**src/core/hdma_pkg.sv**
```systemverilog
// Constants, types and timing for the two-channel word transfer unit
// How it works
// Card presents its buffer and pulses start whenever its control bit gets set.
// Card interrupt needs flag, control, interrupt enable and incoming priority.
// Clearing control passes priority downstream; reset leaves control clear, flag set.
// Software loads the card buffer, then sets control and clears flag.
// Skip test answers true exactly while the addressed flag is set.
// Two independent channels, each serving any select code.
// Channel 1 wins a memory slot over channel 2.
// Channels win a memory slot over the processor.
// Every memory slot may be taken, one word per slot.
// Whole 16-bit words move; word counter is 16 bits.
// Software loads direction, address, select code and count; hardware runs the block.
// Completion interrupts to location 6 or 7 when interrupts are enabled.
// Completion flag is tested at select code 6 or 7.
// Word count is read at select code 2 or 3.
// Software setting the completion flag aborts the block.
// Software starts the card once and preloads output data before enabling.
// A set card flag requests a slot and moves one word.
// After each word the card handshake restarts until the count runs out.
// At the end the card control is cleared, then completion is raised.
// Channel word bit 15 adds set-control to clear-flag, except last input word.
// Channel word bit 13 issues clear-control at the end of the block.
// Address word gives start address; bit 15 set means into memory.
// Length word is a negative count from -1 to -32768.
// Count and address advance per word; zero count ends the block.
package hdma_pkg;

  localparam int          CLK_HZ          = 50_000_000;
  localparam int          PEAK_WORDS_PS   = 1_020_400;
  localparam int          SLOT_CLKS       = CLK_HZ / PEAK_WORDS_PS;
  localparam logic [5:0]  SLOT_LAST       = 6'(SLOT_CLKS - 1);

  localparam logic [5:0]  SC_WC1          = 6'h02;
  localparam logic [5:0]  SC_CH1          = 6'h06;
  localparam logic [5:0]  SC_CARD_DEF     = 6'h0A;
  localparam logic [5:0]  SC_SPAN         = 6'h04;
  localparam logic [14:0] VEC_CH1         = 15'h0006;

  localparam int          CW1_STC_BIT     = 15;
  localparam int          CW1_CLC_BIT     = 13;
  localparam int          CW2_DIR_BIT     = 15;
  localparam logic [15:0] COUNT_LAST      = 16'hFFFF;

  localparam logic        FLAG_RST        = 1'b1;
  localparam logic        CTL_RST         = 1'b0;
  localparam logic [15:0] WORD_RST        = 16'h0000;

  typedef enum logic [2:0] {
    IO_STC = 3'h0,
    IO_CLC = 3'h1,
    IO_STF = 3'h2,
    IO_CLF = 3'h3,
    IO_SFS = 3'h4,
    IO_OTA = 3'h5,
    IO_LIA = 3'h6
  } hdma_op_t;

  typedef enum logic [6:0] {
    ST_IDLE   = 7'h01,
    ST_REQ    = 7'h02,
    ST_MEM    = 7'h04,
    ST_XFER   = 7'h08,
    ST_SETTLE = 7'h10,
    ST_CLC    = 7'h20,
    ST_FIN    = 7'h40
  } hdma_state_t;

endpackage

```
**src/core/hdma_chan_if.sv**
```systemverilog
// Signals between the unit top and one transfer channel
`timescale 1ns/1ps
interface hdma_chan_if;
  import hdma_pkg::*;
  logic        ldCw1, ldCw23, setCtl, clrCtl, setFlag, clrFlag, setMode, clrMode;
  logic [15:0] wdata;
  logic        cardFlag, grant;
  logic        memReq, ctl, flag, dirIn, busy;
  logic        cardStc, cardClf, cardClc, cardLoad;
  logic [5:0]  sc;
  logic [14:0] addr;
  logic [15:0] count;
  hdma_state_t state;
  modport chan (input  ldCw1, ldCw23, setCtl, clrCtl, setFlag, clrFlag, setMode, clrMode, wdata, cardFlag, grant,
                output memReq, ctl, flag, dirIn, busy, cardStc, cardClf, cardClc, cardLoad, sc, addr, count, state);
  modport ctrl (output ldCw1, ldCw23, setCtl, clrCtl, setFlag, clrFlag, setMode, clrMode, wdata, cardFlag, grant,
                input  memReq, ctl, flag, dirIn, busy, cardStc, cardClf, cardClc, cardLoad, sc, addr, count, state);
endinterface

```
**src/core/hdma_channel.sv**
```systemverilog
// One transfer channel: control words, word sequencer and completion flag
`timescale 1ns/1ps
module hdma_channel
  import hdma_pkg::*;
(
  // Clock and reset
  input wire logic clk,
  input wire logic rst,
  // Link to the unit top
  hdma_chan_if.chan bus
);

  logic        ctl_reg, flag_reg, mode_reg, optStc_reg, optClc_reg, dir_reg;
  logic [5:0]  sc_reg;
  logic [14:0] addr_reg;
  logic [15:0] count_reg;
  hdma_state_t state_reg, state_next;
  logic        active, lastWord;

  assign active   = ctl_reg & ~flag_reg;
  assign lastWord = (count_reg == COUNT_LAST);

  always_comb begin
    case (state_reg)
      ST_IDLE:   state_next = (active && bus.cardFlag) ? ST_REQ : ST_IDLE;
      ST_REQ:    state_next = !active ? ST_IDLE : (bus.grant ? ST_MEM : ST_REQ);
      ST_MEM:    state_next = ST_XFER;
      ST_XFER:   state_next = lastWord ? ST_CLC : ST_SETTLE;
      ST_SETTLE: state_next = ST_IDLE;
      ST_CLC:    state_next = ST_FIN;
      ST_FIN:    state_next = ST_IDLE;
      default:   state_next = ST_IDLE;
    endcase
  end

  always_ff @(posedge clk or posedge rst) begin
    if (rst) begin
      state_reg <= ST_IDLE;
      ctl_reg   <= CTL_RST;
      flag_reg  <= FLAG_RST;
      mode_reg  <= 1'b0;
    end else begin
      state_reg <= state_next;
      ctl_reg   <= bus.setCtl | (ctl_reg & ~bus.clrCtl);
      flag_reg  <= bus.setFlag | (state_reg == ST_FIN) | (flag_reg & ~bus.clrFlag);
      mode_reg  <= bus.setMode | (mode_reg & ~bus.clrMode);
    end
  end

  always_ff @(posedge clk or posedge rst) begin
    if (rst) begin
      optStc_reg <= 1'b0;
      optClc_reg <= 1'b0;
      sc_reg     <= 6'h00;
      dir_reg    <= 1'b0;
      addr_reg   <= 15'h0000;
      count_reg  <= WORD_RST;
    end else if (bus.ldCw1) begin
      optStc_reg <= bus.wdata[CW1_STC_BIT];
      optClc_reg <= bus.wdata[CW1_CLC_BIT];
      sc_reg     <= bus.wdata[5:0];
    end else if (bus.ldCw23 && !mode_reg) begin
      dir_reg    <= bus.wdata[CW2_DIR_BIT];
      addr_reg   <= bus.wdata[14:0];
    end else if (bus.ldCw23) begin
      count_reg  <= bus.wdata;
    end else if (state_reg == ST_XFER) begin
      count_reg  <= count_reg + 16'h0001;
      addr_reg   <= addr_reg + 15'h0001;
    end
  end

  assign bus.memReq   = (state_reg == ST_REQ) & active;
  assign bus.ctl      = ctl_reg;
  assign bus.flag     = flag_reg;
  assign bus.dirIn    = dir_reg;
  assign bus.sc       = sc_reg;
  assign bus.addr     = addr_reg;
  assign bus.count    = count_reg;
  assign bus.state    = state_reg;
  assign bus.busy     = (state_reg == ST_XFER) | (state_reg == ST_CLC);
  assign bus.cardClf  = (state_reg == ST_XFER);
  assign bus.cardStc  = (state_reg == ST_XFER) & optStc_reg & ~(lastWord & dir_reg);
  assign bus.cardLoad = (state_reg == ST_XFER) & ~dir_reg;
  assign bus.cardClc  = (state_reg == ST_CLC) & optClc_reg;
endmodule

```
**src/core/hdma_io_card.sv**
```systemverilog
// Built-in interface card: control bit, flag bit, buffer and priority link
`timescale 1ns/1ps
module hdma_io_card
  import hdma_pkg::*;
#(
  parameter logic [5:0] CARD_SC = SC_CARD_DEF
)(
  // Clock and reset
  input  wire logic        clk,
  input  wire logic        rst,
  // Command bus
  input  wire logic [5:0]  cmdSc,
  input  wire logic        cmdStc,
  input  wire logic        cmdClc,
  input  wire logic        cmdStf,
  input  wire logic        cmdClf,
  input  wire logic        cmdLoad,
  input  wire logic [15:0] cmdData,
  // Interrupt chain
  input  wire logic        intEnable,
  input  wire logic        priIn,
  output      logic        priOut,
  output      logic        irq,
  // Status
  output      logic        flag,
  output      logic [15:0] buffer,
  // Peripheral side
  output      logic        devStart,
  output      logic [15:0] devOutData,
  input  wire logic        devDone,
  input  wire logic        devInValid,
  input  wire logic [15:0] devInData
);

  logic        ctl_reg, flag_reg, start_reg;
  logic [15:0] buf_reg;
  logic        hit;

  assign hit = (cmdSc == CARD_SC);

  always_ff @(posedge clk or posedge rst) begin
    if (rst) begin
      ctl_reg   <= CTL_RST;
      flag_reg  <= FLAG_RST;
      start_reg <= 1'b0;
      buf_reg   <= WORD_RST;
    end else begin
      ctl_reg   <= (hit & cmdStc) | (ctl_reg & ~(hit & cmdClc));
      flag_reg  <= devDone | (hit & cmdStf) | (flag_reg & ~(hit & cmdClf));
      start_reg <= hit & cmdStc;
      if (devDone && devInValid) begin
        buf_reg <= devInData;
      end else if (hit && cmdLoad) begin
        buf_reg <= cmdData;
      end
    end
  end

  assign irq        = flag_reg & ctl_reg & intEnable & priIn;
  assign priOut     = priIn & ~(flag_reg & ctl_reg);
  assign flag       = flag_reg;
  assign buffer     = buf_reg;
  assign devStart   = start_reg;
  assign devOutData = buf_reg;
endmodule

```
**src/core/hdma_unit.sv**
```systemverilog
// Two-channel word transfer unit with cycle stealing and one built-in card
`timescale 1ns/1ps
module hdma_unit
  import hdma_pkg::*;
#(
  parameter logic [5:0] CARD_SC = SC_CARD_DEF
)(
  // Clock and reset
  input  wire logic        clk,
  input  wire logic        rst,
  // Processor I/O instruction port
  input  wire logic        cpuIoStrobe,
  input  wire hdma_op_t    cpuIoOp,
  input  wire logic [5:0]  cpuIoSc,
  input  wire logic [15:0] cpuIoWdata,
  output      logic        cpuIoReady,
  output      logic        cpuSkip,
  output      logic [15:0] cpuIoRdata,
  // Interrupt system
  input  wire logic        intEnable,
  input  wire logic        priorityIn,
  output      logic        irqReq,
  output      logic [14:0] irqVector,
  // Memory slot arbitration and access
  input  wire logic        cpuMemReq,
  output      logic        cpuMemGnt,
  output      logic        memEn,
  output      logic        memWe,
  output      logic [14:0] memAddr,
  output      logic [15:0] memWdata,
  input  wire logic [15:0] memRdata,
  // I/O backplane
  output      logic [5:0]  ioRdSc,
  input  wire logic [15:0] ioInData,
  input  wire logic [63:0] flagBus,
  output      logic [5:0]  ioCmdSc,
  output      logic        ioStc,
  output      logic        ioClc,
  output      logic        ioStf,
  output      logic        ioClf,
  output      logic        ioLoad,
  output      logic [15:0] ioWdata,
  // Built-in card peripheral side
  output      logic        devStart,
  output      logic [15:0] devOutData,
  input  wire logic        devDone,
  input  wire logic        devInValid,
  input  wire logic [15:0] devInData
);

  function automatic logic opHit(input logic acc, input hdma_op_t op, input logic [5:0] sc,
                                 input hdma_op_t want, input logic [5:0] code);
    opHit = acc && (op == want) && (sc == code);
  endfunction

  hdma_chan_if chIf[2] ();

  logic        accept, grantAny, gSel, slotTick, dmaCode;
  logic [5:0]  slotCnt_reg;
  logic [1:0]  memReqV, grantV, busyV, flagV, ctlV, stcV, clfV, clcV, loadV, dirV;
  logic [5:0]  scV [2];
  logic [14:0] addrV [2];
  logic [15:0] countV [2];
  logic [63:0] flagVec;
  logic        cardFlag, cardIrq, cardPriOut;
  logic [15:0] cardBuf, inData;
  logic        own0, own1, cpuCmd;
  logic        irq0, irq1, irqNext;
  logic [14:0] vecNext;
  logic        skipSel;
  logic        memEn_reg, memWe_reg, irqReq_reg;
  logic [14:0] memAddr_reg, irqVector_reg;
  logic [15:0] memWdata_reg, cpuIoRdata_reg, ioWdata_reg;
  logic [5:0]  ioCmdSc_reg;
  logic        ioStc_reg, ioClc_reg, ioStf_reg, ioClf_reg, ioLoad_reg;
  logic [5:0]  cmdScNext;
  logic        stcNext, clcNext, clfNext, loadNext;
  logic [15:0] rdNext;

  assign accept  = cpuIoStrobe & cpuIoReady;
  assign dmaCode = (cpuIoSc >= SC_WC1) && (cpuIoSc < SC_CH1 + 6'h02);
  assign flagVec = flagBus | ({63'h0, cardFlag} << CARD_SC);

  for (genvar g = 0; g < 2; g++) begin : g_ch
    localparam logic [5:0] WC_SC = 6'(SC_WC1 + g);
    localparam logic [5:0] CH_SC = 6'(SC_CH1 + g);

    assign chIf[g].ldCw1    = opHit(accept, cpuIoOp, cpuIoSc, IO_OTA, CH_SC);
    assign chIf[g].setCtl   = opHit(accept, cpuIoOp, cpuIoSc, IO_STC, CH_SC);
    assign chIf[g].clrCtl   = opHit(accept, cpuIoOp, cpuIoSc, IO_CLC, CH_SC);
    assign chIf[g].setFlag  = opHit(accept, cpuIoOp, cpuIoSc, IO_STF, CH_SC);
    assign chIf[g].clrFlag  = opHit(accept, cpuIoOp, cpuIoSc, IO_CLF, CH_SC);
    assign chIf[g].ldCw23   = opHit(accept, cpuIoOp, cpuIoSc, IO_OTA, WC_SC);
    assign chIf[g].setMode  = opHit(accept, cpuIoOp, cpuIoSc, IO_STC, WC_SC);
    assign chIf[g].clrMode  = opHit(accept, cpuIoOp, cpuIoSc, IO_CLC, WC_SC);
    assign chIf[g].wdata    = cpuIoWdata;
    assign chIf[g].cardFlag = flagVec[chIf[g].sc];
    assign chIf[g].grant    = grantV[g];

    assign memReqV[g] = chIf[g].memReq;
    assign busyV[g]   = chIf[g].busy;
    assign flagV[g]   = chIf[g].flag;
    assign ctlV[g]    = chIf[g].ctl;
    assign stcV[g]    = chIf[g].cardStc;
    assign clfV[g]    = chIf[g].cardClf;
    assign clcV[g]    = chIf[g].cardClc;
    assign loadV[g]   = chIf[g].cardLoad;
    assign dirV[g]    = chIf[g].dirIn;
    assign scV[g]     = chIf[g].sc;
    assign addrV[g]   = chIf[g].addr;
    assign countV[g]  = chIf[g].count;

    hdma_channel u_chan (
      .clk (clk),
      .rst (rst),
      .bus (chIf[g])
    );
  end

  // Memory slot timer and arbitration
  assign slotTick  = (slotCnt_reg == 6'h00);
  assign grantV[0] = slotTick & memReqV[0];
  assign grantV[1] = slotTick & memReqV[1] & ~memReqV[0];
  assign cpuMemGnt = slotTick & cpuMemReq & ~memReqV[0] & ~memReqV[1];
  assign grantAny  = grantV[0] | grantV[1];
  assign gSel      = ~grantV[0];

  always_ff @(posedge clk or posedge rst) begin
    if (rst) begin
      slotCnt_reg <= 6'h00;
    end else begin
      slotCnt_reg <= slotTick ? SLOT_LAST : slotCnt_reg - 6'h01;
    end
  end

  // Data path into and out of memory
  assign ioRdSc     = grantAny ? scV[gSel] : cpuIoSc;
  assign inData     = (ioRdSc == CARD_SC) ? cardBuf : ioInData;
  assign cpuIoReady = ~grantAny & ~busyV[0] & ~busyV[1];

  always_ff @(posedge clk or posedge rst) begin
    if (rst) begin
      memEn_reg    <= 1'b0;
      memWe_reg    <= 1'b0;
      memAddr_reg  <= 15'h0000;
      memWdata_reg <= WORD_RST;
    end else begin
      memEn_reg <= grantAny;
      memWe_reg <= grantAny & dirV[gSel];
      if (grantAny) begin
        memAddr_reg  <= addrV[gSel];
        memWdata_reg <= inData;
      end
    end
  end

  // Backplane command bus: channels first, then the processor
  assign own0      = busyV[0];
  assign own1      = busyV[1] & ~busyV[0];
  assign cpuCmd    = accept & ~dmaCode;
  assign cmdScNext = own0 ? scV[0] : (own1 ? scV[1] : cpuIoSc);
  assign stcNext   = own0 ? stcV[0] : (own1 ? stcV[1] : cpuCmd & (cpuIoOp == IO_STC));
  assign clfNext   = own0 ? clfV[0] : (own1 ? clfV[1] : cpuCmd & (cpuIoOp == IO_CLF));
  assign clcNext   = own0 ? clcV[0] : (own1 ? clcV[1] : cpuCmd & (cpuIoOp == IO_CLC));
  assign loadNext  = own0 ? loadV[0] : (own1 ? loadV[1] : cpuCmd & (cpuIoOp == IO_OTA));

  always_ff @(posedge clk or posedge rst) begin
    if (rst) begin
      ioCmdSc_reg <= 6'h00;
      ioStc_reg   <= 1'b0;
      ioClc_reg   <= 1'b0;
      ioStf_reg   <= 1'b0;
      ioClf_reg   <= 1'b0;
      ioLoad_reg  <= 1'b0;
      ioWdata_reg <= WORD_RST;
    end else begin
      ioCmdSc_reg <= cmdScNext;
      ioStc_reg   <= stcNext;
      ioClc_reg   <= clcNext;
      ioStf_reg   <= ~own0 & ~own1 & cpuCmd & (cpuIoOp == IO_STF);
      ioClf_reg   <= clfNext;
      ioLoad_reg  <= loadNext;
      ioWdata_reg <= (own0 | own1) ? memRdata : cpuIoWdata;
    end
  end

  // Processor reads and skip test
  assign rdNext  = (cpuIoSc == SC_WC1) ? countV[0] :
                   (cpuIoSc == SC_WC1 + 6'h01) ? countV[1] : inData;
  assign skipSel = (cpuIoSc == SC_CH1) ? flagV[0] :
                   (cpuIoSc == SC_CH1 + 6'h01) ? flagV[1] : flagVec[cpuIoSc];
  assign cpuSkip = cpuIoStrobe & (cpuIoOp == IO_SFS) & skipSel;

  // Interrupt priority: channel 1, channel 2, then the built-in card
  assign irq0    = flagV[0] & ctlV[0] & intEnable & priorityIn;
  assign irq1    = flagV[1] & ctlV[1] & intEnable & priorityIn & ~(flagV[0] & ctlV[0]);
  assign irqNext = irq0 | irq1 | cardIrq;
  assign vecNext = irq0 ? VEC_CH1 : (irq1 ? VEC_CH1 + 15'h0001 : {9'h000, CARD_SC});

  always_ff @(posedge clk or posedge rst) begin
    if (rst) begin
      cpuIoRdata_reg <= WORD_RST;
      irqReq_reg     <= 1'b0;
      irqVector_reg  <= 15'h0000;
    end else begin
      if (accept && cpuIoOp == IO_LIA) begin
        cpuIoRdata_reg <= rdNext;
      end
      irqReq_reg    <= irqNext;
      irqVector_reg <= irqNext ? vecNext : irqVector_reg;
    end
  end

  hdma_io_card #(
    .CARD_SC (CARD_SC)
  ) u_card (
    .clk        (clk),
    .rst        (rst),
    .cmdSc      (ioCmdSc_reg),
    .cmdStc     (ioStc_reg),
    .cmdClc     (ioClc_reg),
    .cmdStf     (ioStf_reg),
    .cmdClf     (ioClf_reg),
    .cmdLoad    (ioLoad_reg),
    .cmdData    (ioWdata_reg),
    .intEnable  (intEnable),
    .priIn      (priorityIn & ~(flagV[0] & ctlV[0]) & ~(flagV[1] & ctlV[1])),
    .priOut     (cardPriOut),
    .irq        (cardIrq),
    .flag       (cardFlag),
    .buffer     (cardBuf),
    .devStart   (devStart),
    .devOutData (devOutData),
    .devDone    (devDone),
    .devInValid (devInValid),
    .devInData  (devInData)
  );

  assign cpuIoRdata = cpuIoRdata_reg;
  assign irqReq     = irqReq_reg;
  assign irqVector  = irqVector_reg;
  assign memEn      = memEn_reg;
  assign memWe      = memWe_reg;
  assign memAddr    = memAddr_reg;
  assign memWdata   = memWdata_reg;
  assign ioCmdSc    = ioCmdSc_reg;
  assign ioStc      = ioStc_reg;
  assign ioClc      = ioClc_reg;
  assign ioStf      = ioStf_reg;
  assign ioClf      = ioClf_reg;
  assign ioLoad     = ioLoad_reg;
  assign ioWdata    = ioWdata_reg;
endmodule

```
**config.mk**
```make
export PLATFORM = sky130hd
export DESIGN_NAME = hdma_unit
export DESIGN_NICKNAME = d
export VERILOG_FILES = /design/src/core/hdma_pkg.sv /design/src/core/hdma_chan_if.sv /design/src/core/hdma_channel.sv /design/src/core/hdma_io_card.sv /design/src/core/hdma_unit.sv
export SDC_FILE = /design/constraint.sdc
export NUM_CORES = 1
export LEC_CHECK = 0
export BUFFER_PORTS_ARGS = -buffer_cell sky130_fd_sc_hd__clkbuf_2
export CAP_MARGIN = 20
export CORE_MARGIN = 1.5
export CORE_UTILIZATION = 40
export CTS_BUF_LIST = sky130_fd_sc_hd__clkbuf_8
export CTS_CLUSTER_SIZE = 10
export DETAILED_ROUTE_END_ITERATION = 16
export GPL_TIMING_DRIVEN = 0
export HOLD_SLACK_MARGIN = 0.08
export PLACE_DENSITY = 0.73
export SYNTH_ARGS = -nofsm -noshare
export SYNTH_HDL_FRONTEND = slang
export SYNTH_SLANG_ARGS = --single-unit
```
**constraint.sdc**
```tcl
create_clock -name clk -period 7.7 [get_ports clk]
set_clock_uncertainty 0.2 [all_clocks]
set_input_delay 0.385 -clock clk [delete_from_list [all_inputs] [get_ports clk]]
set_output_delay 0.385 -clock clk [all_outputs]
set_load 0.1 [all_outputs]
```
==> results of run 1 <==
==> path summary, 6_finish.rpt <==
| kind | from | endpoint | slack, ns | depth (start not counted) |
|---|---|---|---|---|
| setup / recovery | slotCnt_reg[2]$_DFF_PP0_ | ioRdSc[0] | 3.35 | 7 |
| hold / removal | cpuIoWdata[2] | g_ch[1].u_chan.bus.addr[2]$_DFFE_PP0P_ | 0.11 | 3 |
| setup reg to reg | slotCnt_reg[0]$_DFF_PP0_ | g_ch[0].u_chan.bus.count[10]$_DFFE_PP0P_ | 3.86 | 12 |
| hold reg to reg | irqVector[1]$_DFFE_PP0P_ | irqVector[1]$_DFFE_PP0P_ | 0.27 | 1 |
| max in group asynchronous | rst | g_ch[1].u_chan.bus.count[13]$_DFFE_PP0P_ | 5.96 | 4 |
| min in group asynchronous | rst | u_card.buffer[8]$_DFFE_PP0P_ | 0.31 | 3 |
==> per-stage QoR <==
stage / hold slack (ns) / worst slack, ns
6_report: 0.108 / 3.35
5_1_grt: 0.110 / 3.22
4_1_cts: 0.0804 / 3.40
3_5_place_dp: 0.264 / 3.75
3_3_place_gp: 0.255 / -0.838
2_1_floorplan: 0.246 / 0.623
==> layer usage <==
layer	track usage [%]	share of wire (%)	vias up
li1	-	-	5502
met4	12.1	4.4	0
met5	0	0	-
met3	4.54	8.9	155
met1	37.8	41	5975
met2	42.2	45	744
==> Yosys cell counts, drive strengths merged, types with 4 or more instances <==
cell type / number
a211oi: 9
a21o: 9
a21oi: 79
a22oi: 10
a2bb2oi: 14
a31oi: 40
and2: 7
and3: 17
buf: 45
clkbuf: 50
dfrtp: 201
dfstp: 5
ha: 5
inv: 24
mux2: 25
mux2i: 54
mux4: 55
nand2: 194
nand2b: 6
nand3: 56
nand4: 29
nor2: 78
nor2b: 11
nor3: 22
nor3b: 7
nor4: 5
o211ai: 5
o21a: 5
o21ai: 122
o22ai: 10
o31ai: 7
or3: 4
or4: 4
xnor2: 8
xor2: 14
==> final cells by class <==
type | instances | area, um2 | area share [%]
Buffer | 95 | 463 | 2.97
Sequential cell | 206 | 5160 | 33.1
Clock inverter | 20 | 90.1 | 0.578
Inverter | 25 | 106 | 0.682
Multi-Input combinational cell | 969 | 6610 | 42.4
Clock buffer | 43 | 592 | 3.80
Timing Repair Buffer | 330 | 2070 | 13.3
Tap cell | 396 | 495 | 3.18
==> worst max-delay path, delay by kind of cell, from the launching register on <==
kind                   cells  cell delay, ns
buffers and inverters      3            0.93
AOI/OAI and AO/OA          2            0.72
DFF                        1            0.42
and+or+nand+nor            2            1.15
==> repair_timing <==
action	CTS	global route
hold endpoints to repair	183	0
hold buffers	80	0
resized for setup	0	0
==> power by group through the flow <==
stage	Combinational, mW	Clock (mW)	Sequential [mW]
floorplan	0.202	0	1.37
global placement	0.534	0	1.18
detailed placement	0.543	0	1.18
CTS	0.575	0.986	1.16
global route	0.611	1.04	1.17
finish	0.581	0.972	1.16
==> kinds of logic (layout without fill, tap and decap cells) <==
family / Yosys count / in the layout / synth area share (%)
buf+inv: 120 / 513 / 4.57
simple gates: 457 / 457 / 17.8
compound gates: 340 / 340 / 16.7
fa+ha+maj: 5 / 5 / 0.509
other cells: 1 / 11 / 0.0305
xor+xnor: 22 / 22 / 1.57
flops: 206 / 206 / 42.0
mux: 134 / 134 / 16.8
==> results.py, run 1 <==
metrics = {
    "timing": {
        "finalSetupViolations": 0,
        "fmax_mhz": 230,
        "maxSlewHeadroom_pct": 34.5,
        "period_share_pct": 56.5,
        "slew_violations": 0,
        "hold_viol": 0,
        "tightest_slew_ns": 0.957,
        "min_period_ns": 4.35,
        "finalSetupTns_ns": 0,
        "rsz0062_at_grt": "no",
    },
    "yosys": {
        "yosysTopAreaCell": "dfrtp_1",
        "netlist_instances": 1285,
        "synth_area_um2": 12300,
        "post_synth_num_cell_types": 81,
        "synth.yosys.seq_area_share_pct": 42.0,
        "yosys_warnings": 0,
        "ys_top_cells_by_area": "dfrtp_1 41%, mux4_2 10%, nand2_1 5.9%",
        "synth_top_area_share_pct": 40.9,
        "synth_flop_cell": "dfrtp_1",
        "synth-seq-cells": 206,
        "synth-edff-count": 0,
        "synthArstFlopShare_pct": 100,
        "synth_area_per_cell_um2": 9.57,
    },
    "pwr": {
        "p_sw_share_pct": 34.0,
        "powerDensity_nw_per_um2": 174,
        "finalPower_mw": 2.72,
        "p_seq_share_pct": 42.8,
        "intPower_mw": 1.79,
        "ir_drop_mv": 0.118,
        "clock_power_share_pct": 35.8,
        "p_switching_mw": 0.923,
        "pwr-share-comb_pct": 21.4,
        "power_leakage_nw": 7.04,
    },
    "clock_network": {
        "cts_buffer_depth": 3,
        "cts_tree": "yes",
        "cts_setup_buffers": 0,
        "clk_pin_slew_ns": 0.06,
        "cts_root_buffer": "clkbuf_8",
        "clock-sinks": 206,
        "htreeDepth": 2,
        "clk_latency_ns": 0.54,
        "cts_made_buffers": 35,
    },
    "critical_path": {
        "cp.arrival_ns": 3.77,
        "cp_cell_sequence": "nor3_1, nand4_2, o32a_1, o21ai_1, clkbuf_1, inv_1, clkbuf_2",
        "slowest_delay_ns": 0.69,
        "setup.worst_path.class": "reg -> out",
        "path_max_fanout": 10,
        "slowest_stage": "nor3_1",
        "start_kind": "register",
        "crit_required_ns": 7.11,
        "cp-end-kind": "primary output",
    },
    "cells_and_area": {
        "syn_to_final_growth_pct": 26.8,
        "largest_reg_flops": 32,
        "diodes": 0,
        "drive_gt1_share_pct": 26.2,
        "finalCoreUtilization_pct": 51.2,
        "final_cell_mix": "248 x clkbuf_2, 201 x dfrtp_1, 194 x nand2_1",
        "fin_cells": 2084,
        "nets": 1812,
        "layout_commonest_cell": "clkbuf_2",
        "fin_area_um2": 15600,
        "fillers": 2783,
    },
    "floorplan": {
        "die_w_um": 178,
        "row_count": 64,
        "die_area_um2": 31800,
        "core_um2": 30400,
        "dieHeight_um": 178,
        "initial_core_util_pct": 40.4,
        "ios": 263,
    },
    "job": {
        "drv_cap": 0,
    },
    "detailed_routing": {
        "wirelength_um": 43500,
        "ant_nets": 0,
        "vias": 12400,
        "drc": 0,
        "vias_per_cell": 5.94,
        "drtIter0Drc": 1219,
        "firstDrtPassIters": 7,
        "wl_per_cell_um": 20.9,
    },
    "placed_design": {
        "placed_cells": 1941,
        "place_congestion": 0.934,
        "place_area_um2": 14100,
        "port-buffer-count": 247,
        "dpl.hpwl_um": 31700,
    },
    "grt": {
        "grt_pass1_wl_um": 66800,
        "grt_max_degree": 115,
        "grtUsageTotal_pct": 27.3,
        "antenna_found_initial": 0,
        "grt_pass1_vias": 12100,
        "grt_overflow": 0,
    },
    "outcome": {
        "status": "complete, no violations",
    },
    "min_path": {
        "hold_path_class": "in -> reg",
    },
}
No activity file was read; power rests on OpenSTA's default activity.
==> run 2, diff against run 1 <==
==> constraint.sdc (replaced) <==
create_clock -name clk -period 4.05 [get_ports clk]
set_clock_uncertainty 0.2 [all_clocks]
set_input_delay 0.2025 -clock clk [delete_from_list [all_inputs] [get_ports clk]]
set_output_delay 0.2025 -clock clk [all_outputs]
set_load 0.1 [all_outputs]
==> run 2 against run 1 <==
Net effect: sequential share of layout area shrank 0.76 points; hold slack got worse by 0.0033 ns; final cell count increased by 1.1%; worst setup slack worse by 3.1 ns; sequential power grew 91%; largest cell class unchanged; non-clock buffer count rose by 22; design area increased by 2.4%.
==> results.py, run 2 (same netlist as run 1, synthesis figures left out) <==
metrics = {
    "outcome": {
        "status": "complete, no violations",
    },
    "timing": {
        "finalSetupViolations": 0,
        "hold_viol": 0,
        "holdWs_ns": 0.104,
        "min_period_ns": 3.85,
        "tightest_slew_ns": 0.914,
        "maxSlewHeadroom_pct": 37.5,
        "fmax_mhz": 260,
        "period_share_pct": 95.0,
        "slew_violations": 0,
        "rsz0062_at_grt": "no",
    },
    "critical_path": {
        "reg2reg_depth": 10,
        "rr_startpoint": "g_ch[1].u_chan.bus.state[3]$_DFF_PP0_",
        "r2r-end": "g_ch[1].u_chan.bus.ctl$_DFF_PP0_",
        "crit_required_ns": 4.27,
        "start_kind": "register",
        "cp_cell_sequence": "buf_6, or4_4, or3_4, a21o_1, nand2_1, inv_1, nand3b_1, dlygate4sd3_1, o31ai_1, dlygate4sd3_1",
        "r2r_slack_ns": 0.20,
        "cp.arrival_ns": 4.07,
        "slowest_delay_ns": 0.61,
        "slowest_stage": "dlygate4sd3_1",
        "setup.worst_path.class": "reg -> reg",
        "path_common_cell": "dlygate4sd3_1",
        "cp-end-kind": "register",
        "path_max_fanout": 9,
    },
    "placed_design": {
        "port-buffer-count": 247,
        "placed_cells": 1945,
        "place_area_um2": 14200,
        "dpl.hpwl_um": 32100,
        "place_congestion": 0.952,
    },
    "detailed_routing": {
        "drtIter0Drc": 1113,
        "wl_per_cell_um": 20.8,
        "wirelength_um": 43800,
        "ant_nets": 0,
        "vias_per_cell": 5.87,
        "drc": 0,
        "firstDrtPassIters": 5,
        "vias": 12400,
    },
    "cells_and_area": {
        "nets": 1835,
        "diodes": 0,
        "fillers": 2800,
        "final_cell_mix": "248 x clkbuf_2, 201 x dfrtp_1, 194 x nand2_1",
        "fin_cells": 2107,
        "drive_gt1_share_pct": 26.7,
        "finalCoreUtilization_pct": 52.4,
        "largest_reg_flops": 32,
        "syn_to_final_growth_pct": 29.8,
        "layout_commonest_cell": "clkbuf_2",
        "fin_area_um2": 16000,
    },
    "pwr": {
        "finalPower_mw": 5.35,
        "power_leakage_nw": 7.18,
        "powerDensity_nw_per_um2": 335,
        "ir_drop_mv": 0.206,
    },
    "floorplan": {
        "row_count": 64,
        "initial_core_util_pct": 40.4,
        "core_um2": 30400,
        "die_w_um": 178,
        "die_area_um2": 31800,
        "dieHeight_um": 178,
        "ios": 263,
    },
    "clock_network": {
        "clock-sinks": 206,
        "clk_pin_slew_ns": 0.06,
        "cts_root_buffer": "clkbuf_8",
        "clk_latency_ns": 0.54,
        "htreeDepth": 2,
        "cts_made_buffers": 36,
        "cts_tree": "yes",
        "cts_buffer_depth": 3,
    },
    "grt": {
        "grt_pass1_wl_um": 68200,
        "antenna_found_initial": 0,
        "grt_max_degree": 42,
        "grt_overflow": 0,
        "grt_pass1_vias": 12200,
        "grtUsageTotal_pct": 27.7,
    },
    "job": {
        "drv_cap": 0,
    },
    "min_path": {
        "hold_path_class": "in -> async",
    },
}
## run 2: how the worst max path moves through the flow
stage | from | slack (ns) | to | cells after the start
2_1_floorplan | cpuIoSc[0] | -1.31 | cpuSkip | 8
3_3_place_gp | rst | -0.31 | memAddr[3]$_DFFE_PP0P_ | 2
3_5_place_dp | g_ch[0].u_chan.bus.state[3]$_DFF_PP0_ | 0.34 | memWdata[7]$_DFFE_PP0P_ | 9
4_1_cts | g_ch[0].u_chan.bus.state[3]$_DFF_PP0_ | 0.17 | ioRdSc[0] | 8
5_1_grt | slotCnt_reg[0]$_DFF_PP0_ | 0.04 | g_ch[1].u_chan.bus.count[6]$_DFFE_PP0P_ | 12
6_report | g_ch[1].u_chan.bus.state[3]$_DFF_PP0_ | 0.20 | g_ch[1].u_chan.bus.ctl$_DFF_PP0_ | 10
## run 2: report_power, final
part           switching [mW]  internal (mW)
logic                   0.799          0.335
clock network           0.882           1.13
registers              0.0778           2.13
## run 2: worst max-delay path, delay by kind of cell, from the launching register on
kind	cells	cell delay (ns)
compound gates	2	0.32
buf+inv	4	1.43
flops	1	0.37
simple gates	4	1.42
## run 2: final cells by class
| cell class | count | area (um2) | share of cell area (%) |
|---|---|---|---|
| Clock inverter | 16 | 100 | 0.627 |
| Buffer | 95 | 463 | 2.90 |
| Multi-Input combinational cell | 969 | 6630 | 41.6 |
| Sequential cell | 206 | 5160 | 32.3 |
| Tap cell | 396 | 495 | 3.10 |
| Clock buffer | 48 | 661 | 4.14 |
| Inverter | 25 | 103 | 0.643 |
| Timing Repair Buffer | 352 | 2340 | 14.7 |
## run 2: per-stage QoR
stage / worst slack [ns] / TNS, ns
floorplan: -1.31 / -1.31
global placement: -0.312 / -58.64
detailed placement: 0.341 / 0
CTS: 0.165 / 0
global route: 0.0445 / 0
finish: 0.202 / 0
## run 2: what timing repair did
action                     in CTS  in global routing
pin swaps                       0                  1
setup buffers                   0                  1
hold endpoints to repair      260                  0
setup endpoints to repair       1                  2
resized for setup               1                  4
hold buffers                   97                  0
## run 2: per-layer routing
metal | vias to the layer above | global-route usage (%) | part of all wire [%]
met3 | 181 | 4.52 | 8.3
li1 | 5555 | - | -
met2 | 673 | 42.8 | 45
met4 | 0 | 14.2 | 5.2
met1 | 5951 | 37.6 | 41
met5 | - | 0 | 0
==> run 3, diff against run 2 <==
--- a/config.mk
+++ b/config.mk
@@ -8,13 +8,14 @@
 export BUFFER_PORTS_ARGS = -buffer_cell sky130_fd_sc_hd__clkbuf_2
 export CAP_MARGIN = 20
 export CORE_MARGIN = 1.5
-export CORE_UTILIZATION = 40
+export CORE_UTILIZATION = 30
 export CTS_BUF_LIST = sky130_fd_sc_hd__clkbuf_8
 export CTS_CLUSTER_SIZE = 10
 export DETAILED_ROUTE_END_ITERATION = 16
 export GPL_TIMING_DRIVEN = 0
 export HOLD_SLACK_MARGIN = 0.08
-export PLACE_DENSITY = 0.73
+export PLACE_DENSITY = 0.6
+export RECOVER_POWER = 100
 export SYNTH_ARGS = -nofsm -noshare
 export SYNTH_HDL_FRONTEND = slang
 export SYNTH_SLANG_ARGS = --single-unit
==> run 3 against run 2 <==
Net effect: the flow now finishes with violations (max-capacitance violations, max-slew violations); register-to-register slack gained 0.04 ns; first-iteration DRC count shrank 0.45%; critical endpoint is now ioRdSc[2]; maximum frequency shrank 0.18%; wire length grew 6.8%; via count shrank 1.9%; die area grew 33%; non-clock buffer count grew 1; critical path depth shrank 3; critical path type is now reg -> out; combinational power is essentially flat; worst setup slack lost 0.0071 ns; largest power group unchanged.
==> results.py, run 3 (same netlist as run 1, synthesis figures left out) <==
metrics = {
    "job": {
        "drv_cap": 1,
    },
    "critical_path": {
        "rr_startpoint": "g_ch[1].u_chan.bus.state[3]$_DFF_PP0_",
        "cp.arrival_ns": 3.45,
        "path_max_fanout": 7,
        "crit_family": "simple AND/OR/NAND/NOR gates",
        "r2r_slack_ns": 0.24,
        "crit_required_ns": 3.65,
        "cp-end-kind": "primary output",
        "cp_cell_sequence": "clkbuf_1, or4_1, or3_1, nor3_4, a211oi_2, nor2_1, clkbuf_2",
        "slowest_delay_ns": 0.59,
        "r2r-end": "cpuIoRdata[7]$_DFFE_PP0P_",
        "reg2reg_depth": 10,
        "slowest_stage": "or4_1",
        "setup.worst_path.class": "reg -> out",
        "start_kind": "register",
        "critPathBufInv": 2,
    },
    "clock_network": {
        "cts_buffer_depth": 3,
        "cts_setup_buffers": 0,
        "cts_tree": "yes",
        "clk_pin_slew_ns": 0.07,
        "clock-sinks": 206,
        "cts_root_buffer": "clkbuf_8",
        "htreeDepth": 2,
        "cts_made_buffers": 37,
        "clk_latency_ns": 0.54,
    },
    "grt": {
        "grt_max_degree": 37,
        "grtUsageTotal_pct": 22.0,
        "antenna_found_initial": 1,
        "grt_pass1_vias": 12200,
        "grt_overflow": 0,
        "grt_pass1_wl_um": 71600,
    },
    "timing": {
        "hold_viol": 0,
        "maxSlewHeadroom_pct": -3.89,
        "slew_violations": 26,
        "finalSetupViolations": 0,
        "min_period_ns": 3.85,
        "fin_ws_ns": 0.195,
        "period_share_pct": 95.2,
        "fmax_mhz": 259,
        "tightest_slew_ns": 1.56,
        "rsz0062_at_grt": "no",
    },
    "cells_and_area": {
        "final_cell_mix": "201 x dfrtp_1, 194 x nand2_1, 162 x clkbuf_1",
        "largest_reg_flops": 32,
        "fin_cells": 2236,
        "nets": 1837,
        "layout_commonest_cell": "dfrtp_1",
        "drive_gt1_share_pct": 19.6,
        "syn_to_final_growth_pct": 29.2,
    },
    "min_path": {
        "worst_hold_path.num_cells": 4,
        "hold_path_class": "in -> reg",
        "min_to": "g_ch[1].u_chan.mode_reg$_DFF_PP0_",
        "worstHoldStart": "cpuIoStrobe",
    },
    "pwr": {
        "finalPower_mw": 5.34,
        "power_leakage_nw": 6.80,
        "powerDensity_nw_per_um2": 336,
        "ir_drop_mv": 0.150,
    },
    "detailed_routing": {
        "wl_per_cell_um": 20.9,
        "vias_per_cell": 5.42,
        "ant_nets": 0,
        "vias": 12100,
        "firstDrtPassIters": 6,
        "drtIter0Drc": 1108,
        "drc": 0,
        "wirelength_um": 46800,
    },
    "placed_design": {
        "placed_cells": 2075,
        "dp_slack_ns": 0.279,
        "place_congestion": 0.929,
        "port-buffer-count": 247,
        "dpl.hpwl_um": 35000,
    },
    "floorplan": {
        "die_area_um2": 42200,
        "initial_core_util_pct": 30.7,
        "dieHeight_um": 205,
        "ios": 263,
        "row_count": 73,
        "core_um2": 40100,
        "die_w_um": 205,
    },
    "outcome": {
        "status": "finished, violations left",
        "violations": "max-capacitance violations, max-slew violations",
    },
}
## run 3: through the flow
stage / setup TNS [ns] / area [um2] / utilization, % / hold slack, ns
2_1_floorplan: -1.31 / 12300 / - / 0.108
3_3_place_gp: -90.01 / 14200 / 35.5 / 0.209
3_5_place_dp: 0 / 14400 / 35.8 / 0.0862
4_1_cts: 0 / 16100 / 40.1 / 0.0831
5_1_grt: 0 / 15900 / 39.6 / 0.161
6_report: 0 / 15900 / 39.6 / 0.119
## run 3: worst max path at each step
| stage | startpoint | to | slack (ns) | cells after the start |
|---|---|---|---|---|
| floorplan | cpuIoSc[0] | cpuSkip | -1.31 | 8 |
| global placement | rst | g_ch[1].u_chan.bus.addr[5]$_DFFE_PP0P_ | -0.47 | 2 |
| detailed placement | g_ch[0].u_chan.bus.state[3]$_DFF_PP0_ | memWdata[7]$_DFFE_PP0P_ | 0.28 | 9 |
| CTS | g_ch[0].u_chan.bus.state[3]$_DFF_PP0_ | ioRdSc[0] | 0.21 | 8 |
| global route | g_ch[0].u_chan.bus.state[3]$_DFF_PP0_ | ioRdSc[0] | 0.004 | 8 |
| finish | g_ch[1].u_chan.bus.state[3]$_DFF_PP0_ | ioRdSc[2] | 0.20 | 7 |
## run 3: layout make-up
cell class / instances / area (um2)
Multi-Input combinational cell: 969 / 6600
Inverter: 25 / 100
Clock inverter: 11 / 46.3
Sequential cell: 206 / 5160
Buffer: 95 / 445
Fill cell: 4008 / 24200
Timing Repair Buffer: 353 / 2160
Antenna cell: 1 / 2.50
Clock buffer: 51 / 702
Tap cell: 525 / 657
## run 3: timing repair
item,4_1_cts,5_1_grt
gates resized for setup,1,1
hold buffers,98,0
hold endpoints to repair,228,0
setup endpoints to repair,1,1
## run 3: where the power goes
group | switching (mW) | internal [mW]
logic | 0.804 | 0.316
clock network | 0.895 | 1.11
registers | 0.0811 | 2.13
total | 1.78 | 3.56
## run 3: worst register-to-register path, stage by stage (launching register included)
cell and delay, ns:
dfrtp_1 0.35, clkbuf_1 0.18, or4_1 0.59, or3_1 0.53, a21o_1 0.30, clkinv_4 0.11
mux2_4 0.34, nand3b_1 0.31, clkbuf_2 0.27, o21ai_0 0.36, a31oi_1 0.15
## run 3: routing by layer
layer  global-route usage [%]  vias up  part of all wire (%)
li1                         -     5543                     -
met1                     30.7     5953                    44
met2                     34.6      530                    46
met3                     3.01      102                   6.5
met4                     8.76        0                   3.6
met5                        0        -                     0
